[config.mk]
export PLATFORM = sky130hd
export DESIGN_NAME = gst_timer
export DESIGN_NICKNAME = d
export VERILOG_FILES = /design/src/common/gst_pkg.sv /design/src/gst_timer.sv
export SDC_FILE = /design/constraint.sdc
export NUM_CORES = 1
export LEC_CHECK = 0
export ABC_AREA = 1
export BUFFER_PORTS_ARGS = -buffer_cell sky130_fd_sc_hd__buf_4
export CORE_MARGIN = 5
export CORE_UTILIZATION = 25
export CTS_BUF_LIST = sky130_fd_sc_hd__clkbuf_4 sky130_fd_sc_hd__clkbuf_8
export DETAILED_ROUTE_END_ITERATION = 16
export PLACE_DENSITY_LB_ADDON = 0.1
export SLEW_MARGIN = 30
export SYNTH_ARGS = -nofsm -noshare
export SYNTH_HDL_FRONTEND = slang
export SYNTH_SLANG_ARGS = --single-unit
[constraint.sdc]
create_clock -name aclk -period 1.8 [get_ports aclk]
set_input_delay 0.27 -clock aclk [delete_from_list [all_inputs] [get_ports aclk]]
set_output_delay 0.27 -clock aclk [all_outputs]
set_load 0.05 [all_outputs]
[src/common/gst_pkg.sv]
// package: register map, field layout and carrier types of the gated sixteen bit timer
package gst_pkg;

	// ****************************************************************
	// register byte offsets
	// ****************************************************************
	localparam logic [7:0] OFS_TIMER_CTRL = 8'h00;
	localparam logic [7:0] OFS_GATE_CTRL  = 8'h04;
	localparam logic [7:0] OFS_OSC_CTRL   = 8'h08;
	localparam logic [7:0] OFS_OSC_CTRL2  = 8'h0C;
	localparam logic [7:0] OFS_COUNT      = 8'h10;
	localparam logic [7:0] OFS_IRQ_FLAG   = 8'h14;
	localparam logic [7:0] OFS_IRQ_EN     = 8'h18;

	// ****************************************************************
	// field positions
	// ****************************************************************
	localparam int POS_TIMER_ON      = 0;
	localparam int POS_SOSC_EN       = 3;
	localparam int POS_CS_LO         = 6;
	localparam int POS_GATE_EN       = 7;
	localparam int POS_GATE_POL      = 6;
	localparam int POS_GATE_TOGGLE   = 5;
	localparam int POS_GATE_SPM      = 4;
	localparam int POS_ACQ_GO        = 3;
	localparam int POS_GATE_VAL      = 2;
	localparam int POS_GSS_LO        = 0;
	localparam int POS_NEW_OSC_SELECT_LO       = 0;
	localparam int POS_SOSC_WARMUP   = 1;
	localparam int POS_GATE_EVT_FLAG = 2;

	// overflow flag / enable bit for instances 1, 3 and 5 (index 0, 1, 2)
	localparam int POS_OVF_INST0 = 0;
	localparam int POS_OVF_INST1 = 1;
	localparam int POS_OVF_INST2 = 1;

	// ****************************************************************
	// encodings and reset values
	// ****************************************************************
	localparam logic [2:0]  NEW_OSC_SELECT_SECONDARY = 3'h4;
	localparam logic [1:0]  GSS_PIN        = 2'h0;
	localparam logic [1:0]  GSS_MATCH      = 2'h1;
	localparam logic [1:0]  GSS_CMP1       = 2'h2;
	localparam logic [1:0]  GSS_CMP2       = 2'h3;
	localparam logic [15:0] COUNT_MAX      = 16'hFFFF;
	localparam logic [15:0] COUNT_RST      = 16'h0000;
	localparam logic [7:0]  REG8_RST       = 8'h00;
	localparam logic [1:0]  RESP_OKAY      = 2'h0;
	localparam logic [1:0]  RESP_SLVERR    = 2'h2;

	// ****************************************************************
	// carrier types
	// ****************************************************************
	typedef struct packed {
		logic       gate_count_en;
		logic       gate_polarity;
		logic       gate_toggle_mode;
		logic       gate_single_pulse_en;
		logic       acquisition_go;
		logic       gate_value_status;
		logic [1:0] gate_source_select;
	} gst_gate_ctrl_t;

	typedef struct packed {
		logic [1:0] clock_source_select;
		logic [1:0] prescale_unused;
		logic       sec_osc_timer_en;
		logic [1:0] sync_rd16_unused;
		logic       timer_on;
	} gst_timer_ctrl_t;

	typedef struct packed {
		logic gate_pin;
		logic cmp1_output_bit;
		logic cmp2_output_bit;
	} gst_gate_in_t;

endpackage : gst_pkg

[src/gst_timer.sv]
// design: gate, counter, flags and AXI4-Lite register slave of the gated sixteen bit timer
`timescale 1ns/1ps
`default_nettype none
// What this block does
// - run secondary oscillator if timer osc enable, warm-up bit, or new-osc select is 100
// - gate control bit 7 enables gate counting, bit 6 sets gate polarity
// - while gate active, counter advances on each selected clock rising edge
// - polarity 0 counts on low gate, polarity 1 counts on high gate
// - gate source select: 00 pin, 01 companion match, 10 cmp1, 11 cmp2
// - companion period match produces a gate pulse one instruction cycle high
// - match source: polarity 1 counts only that cycle, polarity 0 all others
// - comparator source makes gate follow comparator output level
// - toggle mode routes gate through flip-flop toggling on each incrementing edge
// - toggle flip-flop held clear while toggle mode is off
// - single pulse counts from next incrementing edge, go clears at trailing edge
// - after acquisition completes, ignore gate events until go is set again
// - clearing single pulse enable also clears acquisition go
// - toggle plus single pulse counts exactly one full gate source period
// - gate value status shows resolved gate level even with gating disabled
// - falling gate value sets gate event flag; request interrupt when enabled
// - gate event flag works regardless of gate count enable
// - counter runs 0000h to FFFFh, wraps to zero, sets overflow flag
// - overflow flag sits at bit 0, 1, 1 of flag register per instance
// - overflow interrupt requested only when matching enable bit is set
// - timer on with gate disabled counts freely; timer off ignores gate enable
module gst_timer #(
	parameter int INSTANCE = 0
) (
	input  wire logic        aclk,
	input  wire logic        aresetn,
	input  wire logic        clk_en,
	input  wire logic [7:0]  s_axi_awaddr,
	input  wire logic        s_axi_awvalid,
	output logic             s_axi_awready,
	input  wire logic [31:0] s_axi_wdata,
	input  wire logic [3:0]  s_axi_wstrb,
	input  wire logic        s_axi_wvalid,
	output logic             s_axi_wready,
	output logic [1:0]       s_axi_bresp,
	output logic             s_axi_bvalid,
	input  wire logic        s_axi_bready,
	input  wire logic [7:0]  s_axi_araddr,
	input  wire logic        s_axi_arvalid,
	output logic             s_axi_arready,
	output logic [31:0]      s_axi_rdata,
	output logic [1:0]       s_axi_rresp,
	output logic             s_axi_rvalid,
	input  wire logic        s_axi_rready,
	input  wire logic        timer_tick,
	input  wire logic        instr_tick,
	input  wire logic        companion_wrap,
	input  wire logic        gate_pin,
	input  wire logic        cmp1_output_bit,
	input  wire logic        cmp2_output_bit,
	output logic             sec_osc_run,
	output logic             overflow_irq,
	output logic             gate_event_irq
);

	localparam int OVF_POS = (INSTANCE == 0) ? gst_pkg::POS_OVF_INST0 :
	                         (INSTANCE == 1) ? gst_pkg::POS_OVF_INST1 :
	                                           gst_pkg::POS_OVF_INST2;

	typedef enum logic [1:0] {
		SP_IDLE,
		SP_ARMED,
		SP_ACTIVE
	} gst_sp_state_t;

	// ****************************************************************
	// declarations
	// ****************************************************************
	gst_pkg::gst_timer_ctrl_t tcon_q;
	gst_pkg::gst_gate_ctrl_t  gcon_q;
	logic [2:0]               new_osc_select_q;
	logic                     warmup_q;
	logic [15:0]              count_q;
	logic                     ovf_flag_q;
	logic                     gevt_flag_q;
	logic                     ovf_en_q;
	logic                     gevt_en_q;
	gst_pkg::gst_gate_in_t    raw_in;
	gst_pkg::gst_gate_in_t    sync1_q;
	gst_pkg::gst_gate_in_t    sync2_q;
	logic                     match_pulse_q;
	logic                     src_sel;
	logic                     gate_lvl;
	logic                     gate_lvl_q;
	logic                     tff_q;
	logic                     gate_t;
	logic                     gate_t_q;
	logic                     gate_res;
	logic                     gate_res_q;
	gst_sp_state_t            sp_q;
	logic                     count_inc;
	logic [7:0]               aw_addr_q;
	logic                     aw_held_q;
	logic [31:0]              w_data_q;
	logic [3:0]               w_strb_q;
	logic                     w_held_q;
	logic                     wr_fire;
	logic                     wr_hit;
	logic                     rd_fire;
	logic [31:0]              rd_val;
	logic                     rd_hit;
	logic                     wr_gcon;
	logic                     clr_ovf;
	logic                     clr_gevt;
	logic                     sp_done;

	// ****************************************************************
	// input synchronisers
	// ****************************************************************
	assign raw_in = '{gate_pin: gate_pin, cmp1_output_bit: cmp1_output_bit,
	                  cmp2_output_bit: cmp2_output_bit};

	// the first stage feeds only the second stage
	genvar gi;
	generate
		for (gi = 0; gi < 3; gi++) begin : g_sync
			always_ff @(posedge aclk) begin
				if (!aresetn) begin
					sync1_q[gi] <= 1'b0;
					sync2_q[gi] <= 1'b0;
				end else if (clk_en) begin
					sync1_q[gi] <= raw_in[gi];
					sync2_q[gi] <= sync1_q[gi];
				end
			end
		end
	endgenerate

	// ****************************************************************
	// companion match pulse
	// ****************************************************************
	// held from the wrap until the end of the next instruction cycle
	always_ff @(posedge aclk) begin
		if (!aresetn) begin
			match_pulse_q <= 1'b0;
		end else if (clk_en) begin
			if (companion_wrap) begin
				match_pulse_q <= 1'b1;
			end else if (instr_tick) begin
				match_pulse_q <= 1'b0;
			end
		end
	end

	// ****************************************************************
	// gate resolution
	// ****************************************************************
	always_comb begin
		unique case (gcon_q.gate_source_select)
			gst_pkg::GSS_PIN:   src_sel = sync2_q.gate_pin;
			gst_pkg::GSS_MATCH: src_sel = match_pulse_q;
			gst_pkg::GSS_CMP1:  src_sel = sync2_q.cmp1_output_bit;
			gst_pkg::GSS_CMP2:  src_sel = sync2_q.cmp2_output_bit;
		endcase
	end

	// active-high gate after polarity
	assign gate_lvl = gcon_q.gate_polarity ? src_sel : ~src_sel;
	assign gate_t   = gcon_q.gate_toggle_mode ? tff_q : gate_lvl;
	assign gate_res = gcon_q.gate_single_pulse_en ?
	                  ((sp_q == SP_ACTIVE) & gate_t) : gate_t;

	always_ff @(posedge aclk) begin
		if (!aresetn) begin
			gate_lvl_q <= 1'b0;
			gate_t_q   <= 1'b0;
			gate_res_q <= 1'b0;
		end else if (clk_en) begin
			gate_lvl_q <= gate_lvl;
			gate_t_q   <= gate_t;
			gate_res_q <= gate_res;
		end
	end

	// toggle flip-flop flips on each rising edge of the polarised source
	always_ff @(posedge aclk) begin
		if (!aresetn) begin
			tff_q <= 1'b0;
		end else if (clk_en) begin
			if (!gcon_q.gate_toggle_mode) begin
				tff_q <= 1'b0;
			end else if (gate_lvl & ~gate_lvl_q) begin
				tff_q <= ~tff_q;
			end
		end
	end

	// ****************************************************************
	// single pulse acquisition
	// ****************************************************************
	always_ff @(posedge aclk) begin
		if (!aresetn) begin
			sp_q <= SP_IDLE;
		end else if (clk_en) begin
			if (!gcon_q.gate_single_pulse_en || !gcon_q.acquisition_go) begin
				sp_q <= SP_IDLE;
			end else begin
				unique case (sp_q)
					SP_IDLE: begin
						// a level already high does not start; wait for the edge
						sp_q <= gate_t ? SP_IDLE : SP_ARMED;
					end
					SP_ARMED: begin
						if (gate_t & ~gate_t_q) begin
							sp_q <= SP_ACTIVE;
						end
					end
					SP_ACTIVE: begin
						if (!gate_t) begin
							sp_q <= SP_IDLE;
						end
					end
				endcase
			end
		end
	end

	assign sp_done = (sp_q == SP_ACTIVE) & ~gate_t;

	// ****************************************************************
	// counter
	// ****************************************************************
	// timer off freezes the count whatever the gate bit says
	assign count_inc = tcon_q.timer_on & timer_tick &
	                   (~gcon_q.gate_count_en | gate_res);

	always_ff @(posedge aclk) begin
		if (!aresetn) begin
			count_q <= gst_pkg::COUNT_RST;
		end else if (clk_en) begin
			if (wr_fire && aw_addr_q == gst_pkg::OFS_COUNT) begin
				if (w_strb_q[0]) begin
					count_q[7:0] <= w_data_q[7:0];
				end
				if (w_strb_q[1]) begin
					count_q[15:8] <= w_data_q[15:8];
				end
			end else if (count_inc) begin
				count_q <= count_q + 16'h0001;
			end
		end
	end

	// ****************************************************************
	// flags (hardware set beats software clear)
	// ****************************************************************
	assign clr_ovf  = wr_fire && aw_addr_q == gst_pkg::OFS_IRQ_FLAG && w_strb_q[0] &&
	                  w_data_q[OVF_POS];
	assign clr_gevt = wr_fire && aw_addr_q == gst_pkg::OFS_IRQ_FLAG && w_strb_q[0] &&
	                  w_data_q[gst_pkg::POS_GATE_EVT_FLAG];

	always_ff @(posedge aclk) begin
		if (!aresetn) begin
			ovf_flag_q <= 1'b0;
		end else if (clk_en) begin
			if (count_inc && count_q == gst_pkg::COUNT_MAX) begin
				ovf_flag_q <= 1'b1;
			end else if (clr_ovf) begin
				ovf_flag_q <= 1'b0;
			end
		end
	end

	// falling edge of the resolved gate, independent of the gate enable
	always_ff @(posedge aclk) begin
		if (!aresetn) begin
			gevt_flag_q <= 1'b0;
		end else if (clk_en) begin
			if (gate_res_q & ~gate_res) begin
				gevt_flag_q <= 1'b1;
			end else if (clr_gevt) begin
				gevt_flag_q <= 1'b0;
			end
		end
	end

	assign overflow_irq   = ovf_flag_q & ovf_en_q;
	assign gate_event_irq = gevt_flag_q & gevt_en_q;
	assign sec_osc_run    = tcon_q.sec_osc_timer_en | warmup_q |
	                        (new_osc_select_q == gst_pkg::NEW_OSC_SELECT_SECONDARY);

	// ****************************************************************
	// control registers
	// ****************************************************************
	assign wr_gcon = wr_fire && aw_addr_q == gst_pkg::OFS_GATE_CTRL && w_strb_q[0];

	always_ff @(posedge aclk) begin
		if (!aresetn) begin
			tcon_q    <= gst_pkg::REG8_RST;
			new_osc_select_q    <= 3'h0;
			warmup_q  <= 1'b0;
			ovf_en_q  <= 1'b0;
			gevt_en_q <= 1'b0;
		end else if (clk_en && wr_fire && w_strb_q[0]) begin
			unique case (aw_addr_q)
				gst_pkg::OFS_TIMER_CTRL: tcon_q   <= w_data_q[7:0];
				gst_pkg::OFS_OSC_CTRL:   new_osc_select_q   <= w_data_q[gst_pkg::POS_NEW_OSC_SELECT_LO +: 3];
				gst_pkg::OFS_OSC_CTRL2:  warmup_q <= w_data_q[gst_pkg::POS_SOSC_WARMUP];
				gst_pkg::OFS_IRQ_EN: begin
					ovf_en_q  <= w_data_q[OVF_POS];
					gevt_en_q <= w_data_q[gst_pkg::POS_GATE_EVT_FLAG];
				end
				default: begin
				end
			endcase
		end
	end

	// gate control: the status bit is not stored, go is cleared by hardware
	always_ff @(posedge aclk) begin
		if (!aresetn) begin
			gcon_q <= gst_pkg::REG8_RST;
		end else if (clk_en) begin
			if (wr_gcon) begin
				gcon_q                   <= w_data_q[7:0];
				gcon_q.gate_value_status <= 1'b0;
				gcon_q.acquisition_go    <= w_data_q[gst_pkg::POS_ACQ_GO] &
				                            w_data_q[gst_pkg::POS_GATE_SPM];
			end else if (!gcon_q.gate_single_pulse_en || sp_done) begin
				gcon_q.acquisition_go <= 1'b0;
			end
		end
	end

	// ****************************************************************
	// AXI4-Lite write channel
	// ****************************************************************
	assign s_axi_awready = ~aw_held_q & ~s_axi_bvalid;
	assign s_axi_wready  = ~w_held_q & ~s_axi_bvalid;
	assign wr_fire       = aw_held_q & w_held_q & ~s_axi_bvalid;

	always_comb begin
		unique case (aw_addr_q)
			gst_pkg::OFS_TIMER_CTRL, gst_pkg::OFS_GATE_CTRL, gst_pkg::OFS_OSC_CTRL,
			gst_pkg::OFS_OSC_CTRL2, gst_pkg::OFS_COUNT, gst_pkg::OFS_IRQ_FLAG,
			gst_pkg::OFS_IRQ_EN: wr_hit = 1'b1;
			default:             wr_hit = 1'b0;
		endcase
	end

	always_ff @(posedge aclk) begin
		if (!aresetn) begin
			aw_addr_q    <= 8'h00;
			aw_held_q    <= 1'b0;
			w_data_q     <= 32'h00000000;
			w_strb_q     <= 4'h0;
			w_held_q     <= 1'b0;
			s_axi_bvalid <= 1'b0;
			s_axi_bresp  <= gst_pkg::RESP_OKAY;
		end else if (clk_en) begin
			if (s_axi_awvalid && s_axi_awready) begin
				aw_addr_q <= {s_axi_awaddr[7:2], 2'b00};
				aw_held_q <= 1'b1;
			end
			if (s_axi_wvalid && s_axi_wready) begin
				w_data_q <= s_axi_wdata;
				w_strb_q <= s_axi_wstrb;
				w_held_q <= 1'b1;
			end
			if (wr_fire) begin
				aw_held_q    <= 1'b0;
				w_held_q     <= 1'b0;
				s_axi_bvalid <= 1'b1;
				s_axi_bresp  <= wr_hit ? gst_pkg::RESP_OKAY : gst_pkg::RESP_SLVERR;
			end else if (s_axi_bvalid && s_axi_bready) begin
				s_axi_bvalid <= 1'b0;
			end
		end
	end

	// ****************************************************************
	// AXI4-Lite read channel
	// ****************************************************************
	assign s_axi_arready = ~s_axi_rvalid;
	assign rd_fire       = s_axi_arvalid & s_axi_arready;

	always_comb begin
		rd_val = 32'h00000000;
		rd_hit = 1'b1;
		unique case ({s_axi_araddr[7:2], 2'b00})
			gst_pkg::OFS_TIMER_CTRL: rd_val[7:0] = tcon_q;
			gst_pkg::OFS_GATE_CTRL: begin
				rd_val[7:0]                  = gcon_q;
				rd_val[gst_pkg::POS_GATE_VAL] = gate_res;
			end
			gst_pkg::OFS_OSC_CTRL:   rd_val[2:0] = new_osc_select_q;
			gst_pkg::OFS_OSC_CTRL2:  rd_val[gst_pkg::POS_SOSC_WARMUP] = warmup_q;
			gst_pkg::OFS_COUNT:      rd_val[15:0] = count_q;
			gst_pkg::OFS_IRQ_FLAG: begin
				rd_val[OVF_POS]                    = ovf_flag_q;
				rd_val[gst_pkg::POS_GATE_EVT_FLAG] = gevt_flag_q;
			end
			gst_pkg::OFS_IRQ_EN: begin
				rd_val[OVF_POS]                    = ovf_en_q;
				rd_val[gst_pkg::POS_GATE_EVT_FLAG] = gevt_en_q;
			end
			default: rd_hit = 1'b0;
		endcase
	end

	always_ff @(posedge aclk) begin
		if (!aresetn) begin
			s_axi_rvalid <= 1'b0;
			s_axi_rdata  <= 32'h00000000;
			s_axi_rresp  <= gst_pkg::RESP_OKAY;
		end else if (clk_en) begin
			if (rd_fire) begin
				s_axi_rvalid <= 1'b1;
				s_axi_rdata  <= rd_val;
				s_axi_rresp  <= rd_hit ? gst_pkg::RESP_OKAY : gst_pkg::RESP_SLVERR;
			end else if (s_axi_rvalid && s_axi_rready) begin
				s_axi_rvalid <= 1'b0;
			end
		end
	end

endmodule : gst_timer
`default_nettype wire

==> impl_metrics.json, run 1 <==
{
  "synthesis_stage_register_bit_count": 98,
  "synth_top_family_by_area": "simple AND/OR/NAND/NOR gates",
  "r2r_end": "count_q[12]",
  "crit_chain": "ha_4, nand2_4, inv_2, nand2_2, nor3_4, nand3_2, buf_6, o21ai_2, nand3_1, nand2_1, nand3_1, nand2_1, nor2_1",
  "worstSkewPairLatency_ns": 0.38,
  "coreArea_sq_um": 18800,
  "synth_area_leader_cell": "dfxtp_1",
  "setup.reg_to_reg.worst_slack_ns": 0.05,
  "rsz0062_at_grt": "yes",
  "cp_peak_stage_delay_ns": 0.36,
  "floorplan.die.width_um": 148,
  "relSlewSlack_pct": 62.9,
  "finish.net_count": 848,
  "ant_nets": 0,
  "yosysTopAreaCellShare_pct": 41.1,
  "ctsHtreeMaxLevel": 3,
  "cts.sinks": 98,
  "final-setup-viol-count": 0,
  "clock_skew_ns": 0.0104,
  "worstPathMaxFanout": 3,
  "boundaryPins": 110,
  "hp-class": "input pin to register",
  "synth_xor_xnor_area_share_pct": 1.47,
  "max_cap_violations": 0,
  "period_minus_slack_ns": 1.75,
  "synth_enable_flop_cells": 0,
  "fp-row-count": 50,
  "cts_hold_repair.buffers": 0,
  "drcViolationCount": 0,
  "timing.critical_path.from_type": "register",
  "drt-initial-drc-count": 237,
  "via_count": 4598,
  "areaGrowthSynthToFinish_pct": 27.9,
  "crit_cells": 13,
  "cts_tree": "done",
  "placement.io_buffers": 69,
  "grt_util_all_layers_pct": 13.5,
  "worst-slew-pin-transition_ns": 0.557,
  "setup.worst_path.end_class": "register",
  "number_of_buffers_created_by_cts": 9,
  "grt_max_degree": 63,
  "place.gp.congestion": 0.817,
  "n_antenna_cell": 0,
  "avgSynthCellArea_sq_um": 7.03,
  "main_synth_ff_type": "dfxtp_1",
  "worst_setup_hold_path_clk_slew_ns": 0.09,
  "post_route_cells_drive_above_1_share_pct": 23.8,
  "timing.final.ws_setup_ns": 0.0507,
  "detailed_place_hpwl_um": 11100,
  "postRouteWirelength_um": 14600,
  "drt_pre_antenna_iters": 4,
  "dp_worst_setup_slack_ns": 0.0284,
  "ctsRootBufferMaster": "clkbuf_8",
  "finalCritPeriodShare_pct": 97.2,
  "cts.path.max_buffers": 2,
  "timing.critical_path.required_ns": 2.08,
  "report.final.hold_viol_count": 0,
  "arrival_ns": 2.02,
  "timing.setup.critical_path_class": "register to register",
  "synth.cell_area_sq_um": 4780,
  "cells_taking_the_most_area_after_synthesis": "dfxtp_1 41%, nand2_1 9.7%, nor2_1 7.3%",
  "height_of_the_die_um": 148,
  "first_global_vias": 4472,
  "max_clock_freq_mhz": 572,
  "synth.distinct_cells": 45,
  "yosys.area_share.simple_pct": 26.1,
  "synth_compound_gate_area_share_pct": 19.0,
  "grt_remaining_overflow": 0,
  "outcome": "complete, no violations",
  "grt_first_pass_wirelength_um": 23600,
  "synth_fa_ha_area_share_pct": 1.05,
  "routed_via_density": 4.53,
  "timing.reg2reg.worst_path_depth": 13,
  "synth.area.mux_share_pct": 0.210,
  "worstSetupEndpoint": "count_q[12]",
  "synthesis.instances": 679,
  "slew_viol_final": 0,
  "antenna_found_initial": 0,
  "rr_startpoint": "count_q[0]",
  "worst_path_max_delay_cell": "dfxtp_2",
  "ir_drop_v": 0.000311,
  "drt-wirelength-per-cell_um": 14.4,
  "critical_path.n_buffers_inverters": 2,
  "synth-warning-count": 0,
  "synth_async_sr_flop_share_pct": 0,
  "leakage_uw": 0.00257,
  "initial_core_util_pct": 25.4,
  "power_density_nw_per_um2": 708,
  "die_area_sq_um": 22000,
  "fill_cells": 2078,
  "holdWs_ns": 0.109,
  "synth.yosys.seq_area_share_pct": 41.1,
  "worstSetupStartpoint": "count_q[0]",
  "critical_path.top_delay_family": "simple AND/OR/NAND/NOR gates"
}
## cell families (layout without fill, tap and decap cells)
| kind of cell | after synthesis | after routing |
|---|---|---|
| multiplexers | 1 | 1 |
| AO/OA/AOI/OAI | 169 | 169 |
| flip-flops | 98 | 98 |
| buffers and inverters | 113 | 199 |
| adder cells (fa/ha/maj) | 4 | 4 |
| AND/OR/NAND/NOR | 285 | 285 |
| other | 1 | 18 |
| XOR/XNOR | 8 | 8 |
## cells in the mapped netlist, types with 5 or more instances
cell        n
inv_1      61
clkbuf_1   14
buf_2       7
nand3_1    31
nor2_1     93
o21ai_0    64
nand2_1   124
dfxtp_1    98
xor2_1      8
buf_4      19
inv_2       5
nor3_1      7
o21ai_1    13
nand2_2     6
a21oi_1    69
## metal layers
metal / share of wire [%] / track usage (%) / vias up
li1: - / - / 2392
met1: 49 / 19.3 / 2071
met2: 43 / 20.4 / 118
met3: 6.0 / 2.22 / 17
met4: 1.9 / 5.27 / 0
met5: 0 / 0 / -
## layout make-up
type | instances | area (sq um) | area share [%]
well taps | 234 | 293 | 4.79
multi-input cells | 485 | 2490 | 40.8
clock inverters | 2 | 12.5 | 0.205
flip-flops and latches | 98 | 1970 | 32.3
repair buffers | 117 | 910 | 14.9
clock buffers | 13 | 166 | 2.72
inverters | 67 | 260 | 4.26
## worst min-delay path by stage
stage,startpoint,endpoint,cells after the start
floorplan,cmp2_output_bit,sync1_q[0],2
global placement,tcon_q[7],tcon_q[7],2
detailed placement,tcon_q[5],tcon_q[5],2
CTS,cmp2_output_bit,sync1_q[0],3
global route,cmp2_output_bit,sync1_q[0],3
finish,cmp2_output_bit,sync1_q[0],3
## layout by cell type, fill, tap and decap left out, types with 4 or more instances in the layout
master    Yosys  layout
inv_1        61      58
o211ai_1      4       4
nor2_1       93      90
nor2_4        1       4
a21oi_1      69      69
dfxtp_2       0       8
nand2_2       6       7
nand3_1      31      28
nor3_1        7       7
nand2_4       0       4
clkbuf_8      0      11
buf_6         3       5
o21ai_1      13      10
dfxtp_1      98      90
nor3_4        2       4
inv_2         5       6
xor2_1        8       8
buf_4        19     111
o221ai_1      4       4
conb_1        1      18
nand4_1       4       4
nand2_1     124     118
o21ai_0      64      64
nand3_2       2       4
## metrics by stage
step                instance area [sq um]  setup TNS, ns  instances  power [uW]  utilization (%)
floorplan                            4860        -0.0419        696        2790                -
global placement                     5700              0        992        2990             30.4
detailed placement                   5700              0        992        2990             30.4
CTS                                  5890              0       1007        4390             31.4
global route                         6110         -0.269       1016        4560             32.5
finish                               6110              0       1016        4330             32.5
## power breakdown
part,internal [uW],total [uW],switching (uW)
Clock,601,1370,773
Combinational,209,633,424
Sequential,2250,2320,68.6
Total,3060,4330,1270
## sequential cells by signal, summed over array words and instances, names as in the netlist, 2 cells and up
register / cells
sync2_q: 3
w_strb_q: 2
tcon_q: 8
sp_q: 2
gcon_q: 7
aw_addr_q: 6
count_q: 16
s_axi_rdata: 16
sync1_q: 3
w_data_q: 16
new_osc_select_q: 3
## tightest hold or removal path: cells and delay by family
| family | cells | cell delay, ns |
|---|---|---|
| and+or+nand+nor | 2 | 0.11 |
| buffers and inverters | 1 | 0.08 |
## timing repair
item | 4_1_cts | 5_1_grt
pin swaps | 0 | 11
gates resized for setup | 1 | 44
setup endpoints to repair | 1 | 25
buffers inserted | 0 | 9
gates cloned | 0 | 0
(Power assumes the default switching activity.)
==> inputs of run 2 (changes only) <==
- REMOVE_ABC_BUFFERS: default -> 1
==> run 2 against run 1 <==
Wire length down 1.7%. Setup slack improved by 0.033 ns. First-iteration DRC count fell by 25%. Critical path depth fell by 3. Critical endpoint is now count_q[15]. Sequential share of layout area about the same. Critical path type unchanged. Final cell count grew 0.39%. Largest power group unchanged. Count of clock-buffer cells in the layout down 4. Global-route usage fell by 0.24 points. Combinational power barely moved. Sequential power hardly changed. Final area barely moved. Worst hold slack worse by 0.0086 ns.
==> impl_metrics.json, run 2 (synthesized netlist as in run 1, its figures left out) <==
{
  "outcome": "complete, no violations",
  "boundaryPins": 110,
  "drcViolationCount": 0,
  "hp-class": "input pin to register",
  "cts.sinks": 98,
  "grt_util_all_layers_pct": 13.3,
  "via_count": 4641,
  "dp_worst_setup_slack_ns": 0.000977,
  "first_global_vias": 4601,
  "worstSkewPairLatency_ns": 0.39,
  "max_cap_violations": 0,
  "rsz0062_at_grt": "yes",
  "cp_peak_stage_delay_ns": 0.35,
  "final_cells": 1020,
  "timing.setup.critical_path_class": "register to register",
  "most_frequent_cells_in_the_layout": "119 x nand2_1, 115 x buf_4, 92 x nor2_1, 91 x dfxtp_1, 67 x a21oi_1",
  "use_met3_pct": 2.44,
  "cts_hold_repair.buffers": 0,
  "grt_max_degree": 48,
  "timing.critical_path.required_ns": 2.08,
  "drt-initial-drc-count": 178,
  "grt_first_pass_wirelength_um": 23200,
  "drt_pre_antenna_iters": 4,
  "layout_commonest_cell": "nand2_1",
  "n_antenna_cell": 0,
  "drt-wirelength-per-cell_um": 14.1,
  "relSlewSlack_pct": 61.8,
  "coreArea_sq_um": 18800,
  "holdWs_ns": 0.101,
  "placement.io_buffers": 69,
  "power_density_nw_per_um2": 735,
  "finalCritPeriodShare_pct": 95.3,
  "die_area_sq_um": 22000,
  "clock_skew_ns": 0.0199,
  "finish.net_count": 851,
  "reg.largest.list": "count_q x16, s_axi_rdata x16, w_data_q x16",
  "antenna_found_initial": 0,
  "floorplan.die.width_um": 148,
  "postRouteWirelength_um": 14400,
  "grt.busiest_layer": "met2",
  "arrival_ns": 2.00,
  "areaGrowthSynthToFinish_pct": 28.0,
  "cts_tree": "done",
  "final-setup-viol-count": 0,
  "worstPathMaxFanout": 8,
  "use_met2_pct": 20.7,
  "crit_chain": "nor3_4, nand2_2, nor3_4, inv_2, buf_6, or2_0, nand2_1, nand3_1, nand2_1, nor2_1",
  "worst_path_max_delay_cell": "dfxtp_2",
  "detailed_place_hpwl_um": 11100,
  "cts.path.max_buffers": 2,
  "ant_nets": 0,
  "period_minus_slack_ns": 1.72,
  "post_route_cells_drive_above_1_share_pct": 23.8,
  "worst-slew-pin-transition_ns": 0.573,
  "critical_path.top_delay_family": "simple AND/OR/NAND/NOR gates",
  "place.gp.congestion": 0.800,
  "worst_setup_hold_path_clk_slew_ns": 0.11,
  "grt_util_met1_pct": 18.2,
  "ctsHtreeMaxLevel": 3,
  "timing.final.ws_setup_ns": 0.0837,
  "critical_path.n_buffers_inverters": 2,
  "ctsRootBufferMaster": "clkbuf_8",
  "grt_remaining_overflow": 0,
  "routed_via_density": 4.55,
  "number_of_buffers_created_by_cts": 9,
  "max_clock_freq_mhz": 583,
  "leakage_uw": 0.00259,
  "fp-row-count": 50,
  "ir_drop_v": 0.000267,
  "report.final.hold_viol_count": 0,
  "slew_viol_final": 0,
  "number_of_instances_in_the_placed_design": 999,
  "timing.critical_path.from_type": "register",
  "height_of_the_die_um": 148,
  "setup.worst_path.end_class": "register",
  "total_power_uw": 4490,
  "initial_core_util_pct": 25.4
}
[run 2: tightest hold or removal path: stages]
cell and delay [ns]:
buf_4 0.08, nor2_1 0.03, nor2_1 0.09
[run 2: per-stage QoR]
stage	utilization, %	TNS [ns]	cell area, sq um
5_1_grt	32.6	-0.252	6110
2_1_floorplan	-	-25.89	4560
3_5_place_dp	30.6	0	5750
4_1_cts	31.7	0	5960
3_3_place_gp	30.6	0	5750
6_report	32.6	0	6110
[run 2: power by group]
part	internal [uW]	switching (uW)	total (uW)	leakage, uW
sequential	2250	62.6	2310	0.000802
clock	668	881	1550	0.000102
combinational	208	423	631	0.00168
total	3130	1370	4490	0.00259
[run 2: cell type report]
type / count / area (sq um)
Timing Repair Buffer: 119 / 926
Multi-Input combinational cell: 486 / 2460
Clock inverter: 7 / 81.3
Sequential cell: 98 / 1970
Fill cell: 2067 / 12700
Inverter: 67 / 255
Clock buffer: 9 / 124
Tap cell: 234 / 293
[run 2: routing by layer]
metal | wire, um | vias up | part of all wire, %
li1 | - | 2396 | -
met1 | 7140 | 2139 | 50
met2 | 6430 | 85 | 45
met3 | 524 | 21 | 3.6
met4 | 299 | 0 | 2.1
met5 | 0 | - | 0
[run 2: final timing paths]
check	slack, ns	startpoint	depth (start not counted)	to
max	0.08	aw_addr_q[7]	10	count_q[15]
min	0.10	cmp2_output_bit	3	sync1_q[0]
max reg2reg	0.08	aw_addr_q[7]	10	count_q[15]
min reg2reg	0.46	tcon_q[7]	2	tcon_q[7]
[run 2: repair_timing]
item | in CTS | in global routing
pin swaps | 0 | 11
setup endpoints to repair | 3 | 22
cloned | 0 | 1
buffers inserted | 0 | 4
gates resized for setup | 1 | 35
hold endpoints to repair | 0 | 0
==> inputs of run 3 (changes only) <==
- CORE_UTILIZATION: 25 -> 56
- REMOVE_ABC_BUFFERS: 1 -> default
- clock period: 1.8 -> 1.6 ns (I/O delays scaled with it)
==> run 3 against run 2 <==
The run now ends with negative setup slack left. Worst hold slack worse by 0.010 ns. Non-clock buffer count up 21. Final area up 4.3%. First-iteration DRC count up 74%. Die area down 52%. Combinational power up 21%. Global-route usage up 12 points. Count of clock-buffer cells in the layout up 2. Critical path depth down 3. Maximum frequency up 1.8%. Register-to-register slack worse by 0.17 ns. Critical path type unchanged. Largest power group unchanged.
==> impl_metrics.json, run 3 (synthesized netlist as in run 1, its figures left out) <==
{
  "outcome": "finished, violations left",
  "violations_in_the_final_reports": "negative setup slack",
  "drt-wirelength-per-cell_um": 15.1,
  "clock_skew_ns": 0.0121,
  "power_density_nw_per_um2": 821,
  "antenna_found_initial": 0,
  "hp-class": "input pin to register",
  "boundaryPins": 110,
  "fp-row-count": 33,
  "worst_path_max_delay_cell": "o31ai_1",
  "timing.setup.critical_path_class": "register to register",
  "most_frequent_cells_in_the_layout": "126 x buf_4, 108 x nand2_1, 89 x nor2_1, 87 x dfxtp_1, 67 x a21oi_1",
  "areaGrowthSynthToFinish_pct": 33.6,
  "post_route_cells_drive_above_1_share_pct": 30.3,
  "leakage_uw": 0.00280,
  "die_area_sq_um": 10500,
  "n_antenna_cell": 0,
  "first_global_vias": 4489,
  "worstSkewPairLatency_ns": 0.38,
  "layout_commonest_cell": "buf_4",
  "initial_core_util_pct": 57.8,
  "holdPathStages": 3,
  "ctsHtreeMaxLevel": 3,
  "max_cap_violations": 0,
  "coreArea_sq_um": 8260,
  "grt_remaining_overflow": 0,
  "period_minus_slack_ns": 1.69,
  "grt_first_pass_wirelength_um": 21000,
  "finish.net_count": 871,
  "report.final.hold_viol_count": 0,
  "place.gp.congestion": 0.906,
  "height_of_the_die_um": 102,
  "cts_tree": "done",
  "max_clock_freq_mhz": 593,
  "drt-initial-drc-count": 309,
  "grt_util_all_layers_pct": 25.2,
  "setup.worst_path.end_class": "register",
  "layout.core_utilization_pct": 77.2,
  "floorplan.die.width_um": 102,
  "worst_setup_hold_path_clk_slew_ns": 0.10,
  "timing.reg2reg.worst_path_depth": 7,
  "number_of_instances_in_the_placed_design": 883,
  "critical_path.top_delay_family": "simple AND/OR/NAND/NOR gates",
  "timing.critical_path.required_ns": 1.85,
  "slew_viol_final": 0,
  "detailed_place_hpwl_um": 9390,
  "critical_path.n_buffers_inverters": 2,
  "setup_total_negative_slack_ns": -0.310,
  "arrival_ns": 1.93,
  "worstPathMaxFanout": 4,
  "crit_chain": "buf_4, inv_2, nor2_4, nand4_1, or2_1, o31ai_1, a21oi_1",
  "cts.sinks": 98,
  "cts.path.max_buffers": 2,
  "final_cells": 911,
  "timing.final.ws_setup_ns": -0.0856,
  "routed_via_density": 5.44,
  "rsz0062_at_grt": "yes",
  "via_count": 4952,
  "reg.largest.list": "count_q x16, s_axi_rdata x16, w_data_q x16",
  "finalCritPeriodShare_pct": 105,
  "cp_peak_stage_delay_ns": 0.35,
  "postRouteWirelength_um": 13700,
  "ctsRootBufferMaster": "clkbuf_8",
  "dp_worst_setup_slack_ns": -0.0932,
  "placement.io_buffers": 69,
  "ir_drop_v": 0.000711,
  "crit_cells": 7,
  "grt_max_degree": 46,
  "final-setup-viol-count": 15,
  "cts_hold_repair.buffers": 0,
  "ant_nets": 0,
  "timing.critical_path.from_type": "register",
  "number_of_buffers_created_by_cts": 9,
  "drt_pre_antenna_iters": 8,
  "drcViolationCount": 0
}
[run 3: cell types whose count changed in the layout (fill, tap and decap cells not counted), moves of 4 or more]
cell     change
nand3_2      +7
buf_6       +10
buf_4       +11
dfxtp_1      -4
nand2_1     -11
o21ai_2      +4
nand3_1     -10
nand2_4      +4
nand2_2      +6
[run 3: cell type report]
class / instances / area, sq um
inverters: 67 / 260
clock inverters: 5 / 85.1
multi-input cells: 485 / 2660
well taps: 105 / 131
clock buffers: 11 / 145
flip-flops and latches: 98 / 1980
fillers: 611 / 1880
repair buffers: 140 / 1120
[run 3: metal layers]
metal,global-route usage [%],share of wire (%),vias up
met2,40.3,46,225
met4,7.47,2.6,0
met3,3.28,8.5,32
li1,-,-,2432
met1,35.8,43,2263
met5,0,0,-
[run 3: through the flow]
stage                     hold slack, ns  total power (uW)  instance area (sq um)
after floorplan                    0.375              3140                   4880
after global placement             0.438              3350                   5720
after detailed placement           0.446              3370                   5720
after CTS                         0.0825              5180                   6060
after global routing              0.0865              5410                   6380
final                             0.0903              5230                   6380
[run 3: what timing repair did]
action,4_1_cts,5_1_grt
resized for setup,23,69
setup buffers,3,9
pin swaps,3,23
endpoints found under the setup margin,34,43
[run 3: power by group]
group | switching, uW | internal, uW
Clock | 910 | 953
Sequential | 78.6 | 2530
Combinational | 500 | 261
[run 3: worst register-to-register path: cells and delay by family (launching register included)]
| kind | cells | cell delay [ns] |
|---|---|---|
| DFF | 1 | 0.33 |
| buffers and inverters | 2 | 0.21 |
| and+or+nand+nor | 3 | 0.53 |
| AOI/OAI and AO/OA | 2 | 0.48 |
[run 3: worst paths after layout]
path | start | to | slack [ns]
worst max-delay path | aw_addr_q[2] | gevt_flag_q | -0.09
worst min-delay path | gate_pin | sync1_q[2] | 0.09
worst max register to register | aw_addr_q[2] | gevt_flag_q | -0.09
worst min register to register | tcon_q[1] | tcon_q[1] | 0.46
